===== src/design/rsc_pkg.sv =====
// Purpose: shared constants and types of the reset source control block
// Assumes: 40 MHz reference clock, one slow sub-clock tick input
// Notes:   register offsets are word indices on the plain register port

package rsc_pkg;

	// ----------------------------------------------------------------
	// clock and timing
	// ----------------------------------------------------------------
	localparam int unsigned CLK_PERIOD_NS = 25;
	localparam int unsigned RELEASE_POR_NS = 50_000_000;
	localparam int unsigned RELEASE_WDT_NS = 16_700_000;
	localparam int unsigned RELEASE_POR_CYC = RELEASE_POR_NS / CLK_PERIOD_NS;
	localparam int unsigned RELEASE_WDT_CYC = RELEASE_WDT_NS / CLK_PERIOD_NS;
	localparam int unsigned LV_FILTER_NS = 1000;
	localparam int unsigned LV_FILTER_CYC = (LV_FILTER_NS + CLK_PERIOD_NS - 1) / CLK_PERIOD_NS;
	localparam int unsigned FAULT_SUB_TICKS = 2;
	localparam int unsigned WAKE_FAST_CYC = 16;
	localparam int unsigned WAKE_SLOW_XTAL_CYC = 1024;
	localparam int unsigned WAKE_SLOW_INT_CYC = 2;
	localparam int unsigned HOLD_W = 21;
	localparam int unsigned FILT_W = 16;

	// ----------------------------------------------------------------
	// register map
	// ----------------------------------------------------------------
	localparam int unsigned ADDR_W = 2;
	localparam logic [1:0] OFS_THRESHOLD = 2'h0;
	localparam logic [1:0] OFS_CAUSE_CTRL = 2'h1;
	localparam logic [1:0] OFS_STATUS = 2'h2;
	localparam logic [7:0] THR_POR = 8'h55;
	localparam logic [7:0] THR_2V55 = 8'h33;
	localparam logic [7:0] THR_3V15 = 8'h99;
	localparam logic [7:0] THR_3V80 = 8'haa;
	localparam logic [4:0] WDC_DISABLE = 5'h15;
	localparam logic [4:0] WDC_ENABLE = 5'h0a;
	localparam int unsigned CTRL_KEEP_BIT = 7;
	localparam int unsigned CTRL_SUBF_BIT = 3;
	localparam int unsigned CTRL_LVF_BIT = 2;
	localparam int unsigned CTRL_THRF_BIT = 1;
	localparam int unsigned CTRL_WDCF_BIT = 0;
	localparam int unsigned STAT_TO_BIT = 5;
	localparam int unsigned STAT_PDF_BIT = 4;

	// ----------------------------------------------------------------
	// types
	// ----------------------------------------------------------------
	typedef enum logic [1:0] {
		RSC_WAKE_FAST_INT,
		RSC_WAKE_FAST_XTAL,
		RSC_WAKE_SLOW_XTAL,
		RSC_WAKE_SLOW_INT
	} rsc_wake_src_t;

	typedef enum logic [1:0] {
		RSC_CAUSE_LV,
		RSC_CAUSE_THR,
		RSC_CAUSE_WDC,
		RSC_CAUSE_WDT
	} rsc_cause_t;

endpackage


===== src/design/rsc_top.sv =====
// Purpose: reset source control: power-on, low supply, threshold and watchdog resets
// Assumes: all inputs synchronous to i_ref_clk; i_sub_tick pulses once per sub-clock
// Notes:   i_reset is the power-on reset itself
//
// Behaviour
// - power-on: core reset asserted, ports preset high, fetch starts at zero
// - power-on and low-supply resets hold core reset about 50 ms
// - low-supply reset armed except in power-down; resets device and sets low-voltage flag
// - low supply must outlast the filter time; shorter dips are ignored
// - threshold field legal codes: 55, 33, 99, aa hex
// - illegal threshold code: reset after 2-3 sub-clocks, field restored, fault flag
// - genuine low supply: reset after 2-3 sub-clocks, threshold kept
// - low-supply reset disabled while in power-down
// - threshold register powers up as 55 hex, lowest threshold
// - cause register bits 6 to 4 read zero
// - low-voltage flag in bit 2: software clears, never sets
// - threshold fault flag in bit 1 set by hardware, cleared by writing 0
// - watchdog overflow in normal mode: full reset plus timeout flag
// - watchdog full reset holds core reset about 16.7 ms
// - watchdog overflow in sleep/idle: only pc and sp cleared, timeout set
// - wake settle: 16 fast, 1024 slow crystal, 2 slow internal clocks
// - flags: power-on clears both; low supply keeps; watchdog sets per mode
// - power-on default pulse: interrupts off, watchdog cleared, timers off, sp top
// - illegal watchdog enable code: reset after 2-3 sub-clocks, fault flag set
//
// The address map and the plain strobed port were decided locally.

`timescale 1ns/1ps
`default_nettype none

module rsc_top #(
	parameter int unsigned POR_HOLD_CYC = rsc_pkg::RELEASE_POR_CYC,
	parameter int unsigned WDT_HOLD_CYC = rsc_pkg::RELEASE_WDT_CYC
) (
	input wire logic i_ref_clk,
	input wire logic i_reset,
	input wire logic [rsc_pkg::ADDR_W-1:0] i_addr,
	input wire logic [7:0] i_wdata,
	input wire logic i_wr,
	input wire logic i_rd,
	output logic [7:0] o_rdata,
	input wire logic i_sub_tick,
	input wire logic i_supply_low,
	input wire logic i_powerdown,
	input wire logic i_halt_mode,
	input wire logic i_wdt_overflow,
	input wire logic [4:0] i_wdt_enable_code,
	input wire logic i_subclk_fault,
	input wire rsc_pkg::rsc_wake_src_t i_wake_src,
	output logic o_core_reset,
	output logic o_por_active,
	output logic o_por_defaults,
	output logic o_pc_sp_reset,
	output logic o_wake_hold,
	output logic [1:0] o_threshold_sel,
	output logic o_sysclk_keep_idle
);
	import rsc_pkg::*;

	typedef enum logic [1:0] {ST_RUN, ST_ARM, ST_HOLD, ST_SETTLE} rsc_state_t;

	rsc_state_t st_q;
	rsc_cause_t cause_q;
	rsc_cause_t arm_cause;
	logic [1:0] sub_cnt_q;
	logic [HOLD_W-1:0] hold_cnt_q;
	logic [HOLD_W-1:0] settle_load;
	logic [FILT_W-1:0] lv_cnt_q;
	logic [7:0] thr_q;
	logic lv_flag_q;
	logic thr_flag_q;
	logic wdc_flag_q;
	logic subf_flag_q;
	logic to_q;
	logic pdf_q;
	logic thr_legal;
	logic wdc_legal;
	logic lv_hit;
	logic arm_req;
	logic hold_enter;
	logic hold_done;
	logic wdt_full;
	logic wdt_halt;
	logic set_lv;
	logic set_thr;
	logic set_wdc;
	logic thr_wr;
	logic ctrl_wr;

	// ----------------------------------------------------------------
	// reset source detection
	// ----------------------------------------------------------------
	always_comb begin
		thr_legal = (thr_q == THR_POR) || (thr_q == THR_2V55)
			|| (thr_q == THR_3V15) || (thr_q == THR_3V80);
		wdc_legal = (i_wdt_enable_code == WDC_ENABLE) || (i_wdt_enable_code == WDC_DISABLE);
		// comparator is masked in power-down, so no dip can arm a reset there
		lv_hit = i_supply_low && !i_powerdown && (lv_cnt_q == FILT_W'(LV_FILTER_CYC));
		arm_req = (st_q == ST_RUN) && (!thr_legal || !wdc_legal || lv_hit);
		if (!thr_legal) begin
			arm_cause = RSC_CAUSE_THR;
		end else if (!wdc_legal) begin
			arm_cause = RSC_CAUSE_WDC;
		end else begin
			arm_cause = RSC_CAUSE_LV;
		end
		hold_enter = (st_q == ST_ARM) && i_sub_tick
			&& (sub_cnt_q == 2'(FAULT_SUB_TICKS));
		hold_done = (st_q == ST_HOLD || st_q == ST_SETTLE) && (hold_cnt_q == '0);
		wdt_full = (st_q == ST_RUN) && !arm_req && i_wdt_overflow && !i_halt_mode;
		wdt_halt = (st_q == ST_RUN) && !arm_req && i_wdt_overflow && i_halt_mode;
		set_lv = hold_enter && (cause_q == RSC_CAUSE_LV);
		set_thr = hold_enter && (cause_q == RSC_CAUSE_THR);
		set_wdc = hold_enter && (cause_q == RSC_CAUSE_WDC);
		thr_wr = i_wr && (i_addr == OFS_THRESHOLD);
		ctrl_wr = i_wr && (i_addr == OFS_CAUSE_CTRL);
	end

	// slow crystal needs longest to settle after a halted wake-up, slow internal least
	always_comb begin
		unique case (i_wake_src)
			RSC_WAKE_FAST_INT, RSC_WAKE_FAST_XTAL: settle_load = HOLD_W'(WAKE_FAST_CYC - 1);
			RSC_WAKE_SLOW_XTAL: settle_load = HOLD_W'(WAKE_SLOW_XTAL_CYC - 1);
			RSC_WAKE_SLOW_INT: settle_load = HOLD_W'(WAKE_SLOW_INT_CYC - 1);
		endcase
	end

	// low supply filter: counts consecutive low cycles, saturates at the limit
	always_ff @(posedge i_ref_clk) begin
		if (i_reset || !i_supply_low || i_powerdown || st_q != ST_RUN) begin
			lv_cnt_q <= '0;
		end else if (lv_cnt_q != FILT_W'(LV_FILTER_CYC)) begin
			lv_cnt_q <= lv_cnt_q + 1'b1;
		end
	end

	// ----------------------------------------------------------------
	// sequencer
	// ----------------------------------------------------------------
	always_ff @(posedge i_ref_clk) begin
		if (i_reset) begin
			st_q <= ST_HOLD;
			cause_q <= RSC_CAUSE_LV;
			sub_cnt_q <= '0;
			hold_cnt_q <= HOLD_W'(POR_HOLD_CYC - 1);
		end else begin
			unique case (st_q)
				ST_RUN: begin
					if (arm_req) begin
						st_q <= ST_ARM;
						cause_q <= arm_cause;
						sub_cnt_q <= '0;
					end else if (wdt_halt) begin
						st_q <= ST_SETTLE;
						hold_cnt_q <= settle_load;
					end else if (wdt_full) begin
						st_q <= ST_HOLD;
						cause_q <= RSC_CAUSE_WDT;
						hold_cnt_q <= HOLD_W'(WDT_HOLD_CYC - 1);
					end
				end
				// tick phase is free: two ticks can land only 1 period out, so wait for the third
				ST_ARM: begin
					if (hold_enter) begin
						st_q <= ST_HOLD;
						hold_cnt_q <= HOLD_W'(POR_HOLD_CYC - 1);
					end else if (i_sub_tick) begin
						sub_cnt_q <= sub_cnt_q + 1'b1;
					end
				end
				ST_HOLD, ST_SETTLE: begin
					if (hold_done) begin
						st_q <= ST_RUN;
					end else begin
						hold_cnt_q <= hold_cnt_q - 1'b1;
					end
				end
			endcase
		end
	end

	// ----------------------------------------------------------------
	// reset outputs
	// ----------------------------------------------------------------
	always_ff @(posedge i_ref_clk) begin
		if (i_reset) begin
			o_core_reset <= 1'b1;
		end else begin
			o_core_reset <= hold_enter || wdt_full || (st_q == ST_HOLD && !hold_done);
		end
	end

	// marks a power-on hold, where pointers and accumulator are left undefined
	always_ff @(posedge i_ref_clk) begin
		if (i_reset) begin
			o_por_active <= 1'b1;
		end else if (hold_done) begin
			o_por_active <= 1'b0;
		end
	end

	always_ff @(posedge i_ref_clk) begin
		o_por_defaults <= i_reset;
	end

	always_ff @(posedge i_ref_clk) begin
		if (i_reset) begin
			o_pc_sp_reset <= 1'b0;
			o_wake_hold <= 1'b0;
		end else begin
			o_pc_sp_reset <= wdt_halt;
			o_wake_hold <= wdt_halt || (st_q == ST_SETTLE && !hold_done);
		end
	end

	always_ff @(posedge i_ref_clk) begin
		if (thr_q == THR_2V55) begin
			o_threshold_sel <= 2'h1;
		end else if (thr_q == THR_3V15) begin
			o_threshold_sel <= 2'h2;
		end else if (thr_q == THR_3V80) begin
			o_threshold_sel <= 2'h3;
		end else begin
			o_threshold_sel <= 2'h0;
		end
	end

	// ----------------------------------------------------------------
	// registers
	// ----------------------------------------------------------------
	always_ff @(posedge i_ref_clk) begin
		if (i_reset) begin
			thr_q <= THR_POR;
		end else if (set_thr) begin
			thr_q <= THR_POR;
		end else if (thr_wr) begin
			thr_q <= i_wdata;
		end
	end

	// flags clear only by software or power-on; a hardware set in the same cycle wins
	always_ff @(posedge i_ref_clk) begin
		if (i_reset) begin
			o_sysclk_keep_idle <= 1'b0;
			subf_flag_q <= 1'b0;
			lv_flag_q <= 1'b0;
			thr_flag_q <= 1'b0;
			wdc_flag_q <= 1'b0;
		end else begin
			if (ctrl_wr) begin
				o_sysclk_keep_idle <= i_wdata[CTRL_KEEP_BIT];
				subf_flag_q <= subf_flag_q && i_wdata[CTRL_SUBF_BIT];
				lv_flag_q <= lv_flag_q && i_wdata[CTRL_LVF_BIT];
				thr_flag_q <= thr_flag_q && i_wdata[CTRL_THRF_BIT];
				wdc_flag_q <= wdc_flag_q && i_wdata[CTRL_WDCF_BIT];
			end
			if (i_subclk_fault) begin
				subf_flag_q <= 1'b1;
			end
			if (set_lv) begin
				lv_flag_q <= 1'b1;
			end
			if (set_thr) begin
				thr_flag_q <= 1'b1;
			end
			if (set_wdc) begin
				wdc_flag_q <= 1'b1;
			end
		end
	end

	// low supply and fault resets leave timeout and power-down untouched
	always_ff @(posedge i_ref_clk) begin
		if (i_reset) begin
			to_q <= 1'b0;
			pdf_q <= 1'b0;
		end else if (wdt_halt) begin
			to_q <= 1'b1;
			pdf_q <= 1'b1;
		end else if (wdt_full) begin
			to_q <= 1'b1;
		end
	end

	always_ff @(posedge i_ref_clk) begin
		if (i_reset || !i_rd) begin
			o_rdata <= 8'h00;
		end else begin
			unique case (i_addr)
				OFS_THRESHOLD: o_rdata <= thr_q;
				OFS_CAUSE_CTRL: o_rdata <= {o_sysclk_keep_idle, 3'h0, subf_flag_q,
					lv_flag_q, thr_flag_q, wdc_flag_q};
				OFS_STATUS: begin
					o_rdata <= 8'h00;
					o_rdata[STAT_TO_BIT] <= to_q;
					o_rdata[STAT_PDF_BIT] <= pdf_q;
				end
				default: o_rdata <= 8'h00;
			endcase
		end
	end

	// ----------------------------------------------------------------
	// checks
	// ----------------------------------------------------------------
	a_por_release_state: assert property (@(posedge i_ref_clk)
		$fell(i_reset) |-> o_core_reset && o_por_active && thr_q == THR_POR && !to_q && !pdf_q)
		else $error("power-on did not leave defaults");

	a_por_hold_long: assert property (@(posedge i_ref_clk) disable iff (i_reset)
		$rose(o_core_reset) && cause_q != RSC_CAUSE_WDT |-> o_core_reset [*8])
		else $error("reset hold ended too early");

	a_lv_arms_reset: assert property (@(posedge i_ref_clk) disable iff (i_reset)
		st_q == ST_RUN && thr_legal && wdc_legal && lv_hit |=> st_q == ST_ARM
		&& cause_q == RSC_CAUSE_LV)
		else $error("low supply did not arm reset");

	a_lv_filter_len: assert property (@(posedge i_ref_clk) disable iff (i_reset)
		lv_hit |-> $past(i_supply_low, 1) && lv_cnt_q == FILT_W'(LV_FILTER_CYC))
		else $error("low supply accepted before filter time");

	a_bad_code_arms: assert property (@(posedge i_ref_clk) disable iff (i_reset)
		st_q == ST_RUN && !thr_legal |=> st_q == ST_ARM && cause_q == RSC_CAUSE_THR)
		else $error("illegal threshold code not caught");

	a_thr_fault_restore: assert property (@(posedge i_ref_clk) disable iff (i_reset)
		set_thr |=> thr_q == THR_POR && thr_flag_q && o_core_reset)
		else $error("threshold fault did not restore field");

	a_lv_keeps_thr: assert property (@(posedge i_ref_clk) disable iff (i_reset)
		set_lv && !thr_wr |=> thr_q == $past(thr_q) && lv_flag_q && o_core_reset)
		else $error("low supply reset changed threshold");

	a_powerdown_mask: assert property (@(posedge i_ref_clk) disable iff (i_reset)
		i_powerdown |-> !lv_hit)
		else $error("low supply armed in power-down");

	a_rsvd_read_zero: assert property (@(posedge i_ref_clk) disable iff (i_reset)
		i_rd && i_addr == OFS_CAUSE_CTRL |=> o_rdata[6:4] == 3'h0)
		else $error("reserved cause bits not zero");

	a_lv_flag_no_set: assert property (@(posedge i_ref_clk) disable iff (i_reset)
		ctrl_wr && !lv_flag_q && !set_lv |=> !lv_flag_q)
		else $error("software set low-voltage flag");

	a_wdt_full_reset: assert property (@(posedge i_ref_clk) disable iff (i_reset)
		wdt_full |=> o_core_reset && to_q && pdf_q == $past(pdf_q) && !o_por_active)
		else $error("watchdog full reset wrong");

	a_wdt_halt_partial: assert property (@(posedge i_ref_clk) disable iff (i_reset)
		wdt_halt |=> o_pc_sp_reset && to_q && pdf_q && !o_core_reset ##1 !o_pc_sp_reset)
		else $error("halted watchdog reset wrong");

	a_settle_bound: assert property (@(posedge i_ref_clk) disable iff (i_reset)
		st_q == ST_SETTLE |-> hold_cnt_q < HOLD_W'(WAKE_SLOW_XTAL_CYC))
		else $error("wake settle count out of range");

	a_wdc_code_fault: assert property (@(posedge i_ref_clk) disable iff (i_reset)
		set_wdc |=> wdc_flag_q && o_core_reset && st_q == ST_HOLD)
		else $error("watchdog code fault not handled");

	a_thr_flag_hold: assert property (@(posedge i_ref_clk) disable iff (i_reset)
		!set_thr && !ctrl_wr |=> thr_flag_q == $past(thr_flag_q))
		else $error("threshold fault flag changed on its own");

	a_wdt_hold_len: assert property (@(posedge i_ref_clk) disable iff (i_reset)
		wdt_full |=> st_q == ST_HOLD && hold_cnt_q == HOLD_W'(WDT_HOLD_CYC - 1))
		else $error("watchdog hold not loaded");

	a_por_defaults_pulse: assert property (@(posedge i_ref_clk)
		$fell(i_reset) |-> o_por_defaults ##1 !o_por_defaults)
		else $error("power-on default pulse wrong");

	a_thr_write_lands: assert property (@(posedge i_ref_clk) disable iff (i_reset)
		thr_wr && !set_thr |=> thr_q == $past(i_wdata))
		else $error("threshold write lost");

endmodule

`default_nettype wire


===== config.mk =====
export PLATFORM = sky130hd
export DESIGN_NAME = rsc_top
export DESIGN_NICKNAME = d
export VERILOG_FILES = /design/src/design/rsc_pkg.sv /design/src/design/rsc_top.sv
export SDC_FILE = /design/constraint.sdc
export NUM_CORES = 1
export LEC_CHECK = 0
export BUFFER_PORTS_ARGS = -buffer_cell sky130_fd_sc_hd__clkbuf_2
export CAP_MARGIN = 20
export CORE_MARGIN = 8
export CORE_UTILIZATION = 40
export CTS_CLUSTER_DIAMETER = 80
export DETAILED_ROUTE_END_ITERATION = 6
export PLACE_DENSITY = 0.62
export REMOVE_ABC_BUFFERS = 1
export SLEW_MARGIN = 10
export SYNTH_ARGS = -nofsm -noshare
export SYNTH_HDL_FRONTEND = slang
export SYNTH_SLANG_ARGS = --single-unit
export TNS_END_PERCENT = 1

===== constraint.sdc =====
create_clock -name i_ref_clk -period 3.9 [get_ports i_ref_clk]
set_input_delay 0.78 -clock i_ref_clk [delete_from_list [all_inputs] [get_ports i_ref_clk]]
set_output_delay 0.78 -clock i_ref_clk [all_outputs]
set_load 0.1 [all_outputs]

# --- Word level (Yosys, flattened, before mapping) ---
# Index checks and enable logic that the tools add are counted.
op_classes:
  n_reduce_logical: 63
  div_mod_pow: 0
  shift: 0
  eq_ne: 29
  addsub: 3
  bitwise: 0
  mul: 0
  n_mux: 35
  n_lt_le_gt_ge: 0
op_table:
  columns: ["cell", "n"]
  rows:
  - ["$pmux W21 S3", 2]
  - ["$mux W21", 5]
  - ["$mux W2", 15]
  - ["$pmux W8 S3", 1]
  - ["$logic_and A1 B1 Y1", 21]
  - ["$logic_not A21 Y1", 1]
  - ["$sub A21 B1 Y21 const B", 1]
  - ["$add A16 B1 Y16 const B", 1]
  - ["$eq A16 B6 Y1 const B", 1]
  - ["$eq A8 B8 Y1 const B", 2]
  - ["$ne A16 B6 Y1 const B", 1]
  - ["$ne A2 B2 Y1 const B", 8]
  - ["$reduce_bool A2 Y1", 8]
  - ["$eq A2 B2 Y1 const B", 7]
  - ["$logic_or A1 B1 Y1", 14]
  - ["$mux W1", 10]
  - ["$eq A2 B1 Y1 const B", 4]
  - ["$eq A8 B6 Y1 const B", 1]
  - ["$eq A8 B7 Y1 const B", 1]
  - ["$logic_not A1 Y1", 8]
  - ["$logic_not A2 Y1", 4]
  - ["$reduce_and A4 Y1", 2]
  - ["$pmux W2 S3", 1]
  - ["$reduce_and A3 Y1", 2]
  - ["7 further kinds", 9]
totals:
  rom_bits: 0
  latchBits: 0
  ramBits: 0
  elab_cells: 150
  output_inout_bits: 16
  input_bits: 27
  reg_bits: 73
  n_memories: 0

# --- Longest topological paths before layout ---
# Gate-level depths: netlist of run 1.
logic_depth:
  ltp_word: 16
  mapped_depth: 9
  mapped_depth_nobuf: 8

# --- Least setup slack after synthesis of run 1 ---
# Ideal clock, no wire load.
synth_timing:
  path_type: "input -> register"
  from: "input port i_wdt_enable_code[1]"
  to: "register hold_cnt_q[3]"
  setup_ps: 116
  t_required_ps: 3784
  path_buffers: 0
  arrival_ps: 2080
  slack_ps: 1704
  path_stages: 6
  cell_sequence: "nor4bb_1 > mux2i_1 > a21o_1 > nor3_4 > nand3_2 > a41o_1"
synth_between:
  elab_chain_cells: 13
  word_cells_on_any_way: 18
  classes_between: "eq/ne: 4; mux: 3; reduce/logical: 11"
synth_lines:
  columns: ["item", "line_no", "text"]
  rows:
  - ["start: declaration", "rsc_top.sv:47", "input wire logic [4:0] i_wdt_enable_code,"]
  - ["$eq A5 B4 Y1 or $eq A5 B5 Y1 (tied branches)", "rsc_top.sv:96", "wdc_legal = (i_wdt_enable_code == WDC_ENABLE) || (i_wdt_enable_code == WDC_DISABLE);"]
  - ["$logic_or A1 B1 Y1 (*)", "rsc_top.sv:96", null]
  - ["$logic_not A1 Y1 (*)", null, null]
  - ["$logic_or A1 B1 Y1 (*) (2 in a row)", "rsc_top.sv:99", "arm_req = (st_q == ST_RUN) && (!thr_legal || !wdc_legal || lv_hit);"]
  - ["$logic_and A1 B1 Y1 (*)", "rsc_top.sv:99", null]
  - ["$logic_not A1 Y1", "rsc_top.sv:110, rsc_top.sv:111", null]
  - ["$logic_and A1 B1 Y1 (2 in a row)", "rsc_top.sv:110, rsc_top.sv:111", null]
  - ["$logic_and A1 B1 Y1", "rsc_top.sv:111", "wdt_halt = (st_q == ST_RUN) && !arm_req && i_wdt_overflow && i_halt_mode;"]
  - ["$mux W21", "rsc_top.sv:153", "end else if (wdt_halt) begin"]
  - ["$mux W21", "rsc_top.sv:149", "if (arm_req) begin"]
  - ["$pmux W21 S3", "rsc_top.sv:147", "unique case (st_q)"]
  - ["end signal: assignment", "rsc_top.sv:145", "hold_cnt_q <= HOLD_W'(POR_HOLD_CYC - 1);"]
  - ["end signal: assignment", "rsc_top.sv:155", "hold_cnt_q <= settle_load;"]
  - ["end signal: assignment", "rsc_top.sv:159", "hold_cnt_q <= HOLD_W'(WDT_HOLD_CYC - 1);"]
  - ["end: declaration", "rsc_top.sv:66", "logic [HOLD_W-1:0] hold_cnt_q;"]
# Mark *: on every way between the ends. The rest lies on a longest branch, timed or not. The select of a mux whose other input is x is not followed.
# A chain may end at the register's enable or synchronous reset.

# --- Worst setup path after layout of run 1 ---
layout_timing:
  from: "register st_q[1]"
  to: "register hold_cnt_q[15]"
layout_between:
  elab_chain_cells: 9
  word_cells_on_any_way: 23
  classes_between: "eq/ne: 7; mux: 3; reduce/logical: 13"
layout_lines:
  columns: ["item", "line_no", "text"]
  rows:
  - ["start: declaration", "rsc_top.sv:62", "rsc_state_t st_q;"]
  - ["start signal: assignment", "rsc_top.sv:142", "st_q <= ST_HOLD;"]
  - ["start signal: assignment", "rsc_top.sv:150", "st_q <= ST_ARM;"]
  - ["start signal: assignment", "rsc_top.sv:154", "st_q <= ST_SETTLE;"]
  - ["$logic_not A2 Y1", null, null]
  - ["$logic_and A1 B1 Y1", "rsc_top.sv:99", null]
  - ["$logic_not A1 Y1", "rsc_top.sv:110, rsc_top.sv:111", null]
  - ["$logic_and A1 B1 Y1 (2 in a row)", "rsc_top.sv:110, rsc_top.sv:111", null]
  - ["$logic_and A1 B1 Y1", "rsc_top.sv:111", null]
  - ["$mux W21", "rsc_top.sv:153", null]
  - ["$mux W21", "rsc_top.sv:149", null]
  - ["$pmux W21 S3", "rsc_top.sv:147", null]
# Several ways; a longest one is shown, not always the timed one. The select of a mux whose other input is x is not followed.

==> flow_metrics.tcl, run 1 <==
set metrics [dict create \
    status "finished clean" \
    drc 0 \
    setup_violations 0 \
    coreArea_um2 8680 \
    root_buffer "clkbuf_8" \
    cts_buffers 9 \
    antenna_found_initial 0 \
    viasPerCell 5.50 \
    finalHoldViolations 0 \
    synth-seq-cells 73 \
    tritoncts "built" \
    synth.area.top_cells "dfxtp_1, nor2_1, mux2i_1" \
    yosysMostFrequentCell "dfxtp_1" \
    syn_to_final_growth_pct 14.2 \
    maxSlewViolCount 0 \
    met1Wirelength_um 4070 \
    syn_area_um2 3570 \
    die_w_um 111 \
    insertedDiodeCount 0 \
    clock-sinks 73 \
    io_pins 43 \
    synth_area_leader_cell "dfxtp_1" \
    synth_edf_count 0 \
    path_clk_slew_ns 0.08 \
    maxSlewHeadroom_pct 49.5 \
    maxCapViolCount 0 \
    yosys_warnings 0 \
    grt_pass1_vias 3084 \
    row_count 34 \
    gp_congestion 0.800 \
    die_y_um 111 \
    drtIter0Drc 193 \
    ys.flop_type "dfxtp_1" \
    cts.htree.levels 3 \
    wirelength_um 8770 \
    synth_top_area_share_pct 40.9 \
    globalRouteTotalUtil_pct 14.4 \
    crit_required_ns 4.13 \
    worstSkewPairLatency_ns 0.34 \
    highest_layer "met4" \
    first_pass_iters 4 \
    post_drt_wl_per_cell_um 15.3 \
    p_leak_uw 0.00156 \
    tightest_slew_ns 0.756 \
    synth.avg_cell_area_um2 8.55 \
    pwr_density_cell_nw_per_um2 359 \
    placed_area_um2 3880 \
    hpwl_um 6380 \
    floorplan.initialDensity_pct 41.2 \
    die_area_um2 12200 \
    min_period_ns 2.53 \
    ctsHoldBuffers 0 \
    finalClockSkew_ns 0.00760 \
    final_area_um2 4080 \
    dr_wl_met2_um 4160 \
    hp-class "flip-flop to flip-flop" \
    vias 3156 \
    synth.yosys.seq_area_share_pct 40.9 \
    path_class "flip-flop to flip-flop" \
    grt_overflow 0 \
    grt_start_max_net_pins 36 \
    cp-end-kind "flip-flop" \
    portBuffers 42 \
    synth-async-reset-ratio_pct 0 \
    clk_path_buf_depth 2 \
    crit_fanout 23 \
    totalNegativeSetupSlack_ns 0 \
    cts.repair.resized 0 \
    synth.distinct_cells 62 \
    dr_wl_met3_um 385 \
    max_freq_ghz 0.395 \
    drive_above_1_share_pct 15.7 \
    period_share_pct 65.0 \
    ys_top_cells_by_count "dfxtp_1, nor2_1, nand2_1, a21oi_1" \
    postCtsSetupBuffers 0 \
    vdd_drop_max_v 0.000197 \
    grt_pass1_wl_um 15000 \
    rsz0062_at_grt "false" \
    crit_path_start_kind "flip-flop" \
    worstPathArrival_ns 2.76 \
    ant_nets 0 \
    nets 492 \
    syn_inst 418 \
]
[routing by layer]
layer	vias up	global-route usage, %
met3	15	3.68
met2	69	23.6
met5	-	0
met1	1476	17.5
li1	1596	-
met4	0	5.59
[critical path, cell delays in order (launching register included)]
cell,delay (ns)
dfxtp_1,0.82
nor3b_1,0.38
and3_1,0.27
a21o_1,0.36
o21ai_1,0.17
nor4b_2,0.32
nor3_1,0.10
[state kept, by name, indices dropped and copies added, names as in the netlist, 2 cells and up]
name / count
hold_cnt_q: 21
lv_cnt_q: 16
o_rdata: 8
thr_q: 8
cause_q: 2
o_threshold_sel: 2
st_q: 2
sub_cnt_q: 2
[placed cells by master (no fill, tap or decap), drive strengths merged, types with 3 or more instances in the layout]
cell type  count
nor4           5
o31ai          4
or3            7
mux2i         18
dfxtp         73
xor2          13
xnor2          4
a31oi         12
nor2b          7
nand2         39
nor4bb         3
clkbuf        51
or4            4
and2           4
nand3         15
and3           8
a21oi         27
o21ai         21
and4           4
nor3b          4
nor3          12
a21o           7
buf            4
nor2          51
inv           14
clkinv         3
nand3b         7
nand2b         5
o22a           3
ha             4
nand4          8
[power by group]
group / internal [uW] / switching [uW]
logic: 36.1 / 65.5
clock network: 301 / 303
registers: 753 / 8.18
total: 1090 / 377
[worst paths after layout]
path                                    from        endpoint  slack (ns)  cells past startpoint
worst min-delay path            o_por_active    o_por_active        0.45                      2
worst max-delay path                 st_q[1]  hold_cnt_q[15]        1.37                      6
worst min register to register  o_por_active    o_por_active        0.45                      2
worst max register to register       st_q[1]  hold_cnt_q[15]        1.37                      6
[metrics by stage]
step / instances / power [uW] / setup WS [ns] / hold WS, ns / utilization [%]
finish: 574 / 1470 / 1.37 / 0.451 / 47.0
global route: 574 / 1530 / 1.19 / 0.492 / 47.0
CTS: 574 / 1490 / 1.40 / 0.453 / 47.0
detailed placement: 558 / 881 / 1.30 / 0.435 / 44.7
global placement: 558 / 879 / 1.36 / 0.432 / 44.7
floorplan: 404 / 841 / 1.70 / 0.436 / -
[cell families after synthesis]
| family | synth area share, % |
|---|---|
| adders and majority gates | 1.40 |
| and+or+nand+nor | 29.5 |
| xor gates and xnor gates | 4.17 |
| DFF | 40.9 |
| AOI/OAI and AO/OA | 15.9 |
| muxes | 5.04 |
| buffers and inverters | 3.18 |
[layout make-up]
class	instances	area [um^2]
Tap cell	108	135
Timing Repair Buffer	46	240
Inverter	12	45.0
Sequential cell	73	1460
Multi-Input combinational cell	319	2000
Clock inverter	7	77.6
Fill cell	856	4600
Clock buffer	9	124
(Power assumes the default switching activity.)
==> inputs of run 2 (changes only) <==
Clock period 3.9 ns to 2.6 ns, I/O delays scaled along.
==> run 2 against run 1 <==
Against the previous run: clock skew increased by 0.0055 ns; power increased by 63%; via count increased by 2.4%; critical path depth unchanged; fmax increased by 7.5%; final area increased by 3.0%; cell count increased by 1.9%; largest cell class unchanged; highest routed layer unchanged.
==> flow_metrics.tcl, run 2 (synthesized netlist as in run 1, its figures left out) <==
set metrics [dict create \
    max_freq_ghz 0.424 \
    portBuffers 42 \
    hp-class "input pin to flip-flop" \
    tightest_slew_ns 0.669 \
    worstPathArrival_ns 2.61 \
    ctsHoldBuffers 0 \
    finalClockSkew_ns 0.0131 \
    cts.repair.resized 0 \
    path_clk_slew_ns 0.08 \
    ff2ff_path_depth 6 \
    tritoncts "built" \
    maxCapViolCount 0 \
    cts.htree.levels 3 \
    drc 0 \
    vdd_drop_max_v 0.000266 \
    nets 503 \
    setup_violations 0 \
    crit_required_ns 2.85 \
    crit_fanout 9 \
    coreArea_um2 8680 \
    pwr_density_cell_nw_per_um2 569 \
    postCtsSetupBuffers 0 \
    ant_nets 0 \
    mostFrequentLayoutCell "dfxtp_1" \
    placed_area_um2 3960 \
    p_leak_uw 0.00163 \
    largest_register_ffs 21 \
    grt_overflow 0 \
    post_drt_wl_per_cell_um 15.5 \
    path_class "flip-flop to flip-flop" \
    viasPerCell 5.53 \
    min_path_cells 3 \
    worstSkewPairLatency_ns 0.35 \
    instances_no_fill 585 \
    first_pass_iters 5 \
    insertedDiodeCount 0 \
    die_w_um 111 \
    maxSlewViolCount 0 \
    maxSlewHeadroom_pct 55.4 \
    die_area_um2 12200 \
    io_pins 43 \
    largest-register "hold_cnt_q" \
    cts_buffers 9 \
    clock-sinks 73 \
    min_period_ns 2.36 \
    cp-end-kind "flip-flop" \
    die_y_um 111 \
    floorplan.initialDensity_pct 41.2 \
    pre_cts_slack_ns 0.222 \
    wirelength_um 9060 \
    antenna_found_initial 0 \
    drive_above_1_share_pct 17.4 \
    layout_common_cells "dfxtp_1, nor2_1, clkbuf_2" \
    globalRouteTotalUtil_pct 14.8 \
    crit_path_start_kind "flip-flop" \
    drtIter0Drc 184 \
    totalNegativeSetupSlack_ns 0 \
    status "finished clean" \
    rsz0062_at_grt "false" \
    grt_start_max_net_pins 22 \
    hold_ws_ns 0.377 \
    post-route-worst-setup-slack_ns 0.242 \
    final_area_um2 4210 \
    syn_to_final_growth_pct 17.7 \
    row_count 34 \
    grt_pass1_wl_um 15300 \
    finalHoldViolations 0 \
    hpwl_um 6820 \
    root_buffer "clkbuf_8" \
    vias 3233 \
    grt_pass1_vias 3168 \
    clk_path_buf_depth 2 \
    dp_cells 569 \
    gp_congestion 0.873 \
    period_share_pct 90.7 \
    reg.largest.list "hold_cnt_q: 21 flops, lv_cnt_q: 16 flops" \
]
-- run 2: cell types whose count changed in the layout (fill, tap and decap cells not counted), sizes merged --
cell,previous run,this run
clkinv,3,1
clkbuf,51,52
bufinv,1,3
inv,14,13
buf,4,15
-- run 2: power by group --
part           total [uW]  switching, uW  leakage (uW)  internal (uW)
clock network        1090            450      0.000117            643
registers            1140           11.5      0.000591           1130
logic                 158           99.2      0.000920           58.5
total                2390            561       0.00163           1830
-- run 2: worst max-delay path, stage by stage (launching register included) --
cell and delay [ns]:
dfxtp_1 0.35, or4_1 0.52, or3_1 0.37, and3_1 0.21, nor3_4 0.41, nand3_2 0.14, a41o_1 0.25
-- run 2: layout make-up --
type,instances,area (um^2)
Inverter,12,45.0
Clock inverter,6,115
Sequential cell,73,1460
Fill cell,845,4470
Timing Repair Buffer,57,323
Clock buffer,10,128
Tap cell,108,135
Multi-Input combinational cell,319,2000
-- run 2: stage by stage --
| stage | utilization [%] | power (uW) |
|---|---|---|
| after floorplan | - | 1260 |
| after global placement | 45.7 | 1320 |
| after global routing | 48.5 | 2470 |
| final | 48.5 | 2390 |
| after detailed placement | 45.7 | 1330 |
| after CTS | 48.5 | 2410 |
-- run 2: path summary, 6_finish.rpt --
kind                  start             to  slack, ns
max                thr_q[7]  hold_cnt_q[3]       0.24
min          i_subclk_fault    subf_flag_q       0.38
max reg2reg        thr_q[7]  hold_cnt_q[3]       0.24
min reg2reg    o_por_active   o_por_active       0.45
-- run 2: per-layer routing --
metal / up-vias / routed length (um) / global-route usage, % / share of wire (%)
li1: 1620 / - / - / -
met1: 1525 / 4150 / 18.3 / 46
met2: 74 / 4320 / 23.7 / 48
met3: 14 / 425 / 4.33 / 4.7
met4: 0 / 157 / 5.41 / 1.7
met5: - / 0 / 0 / 0
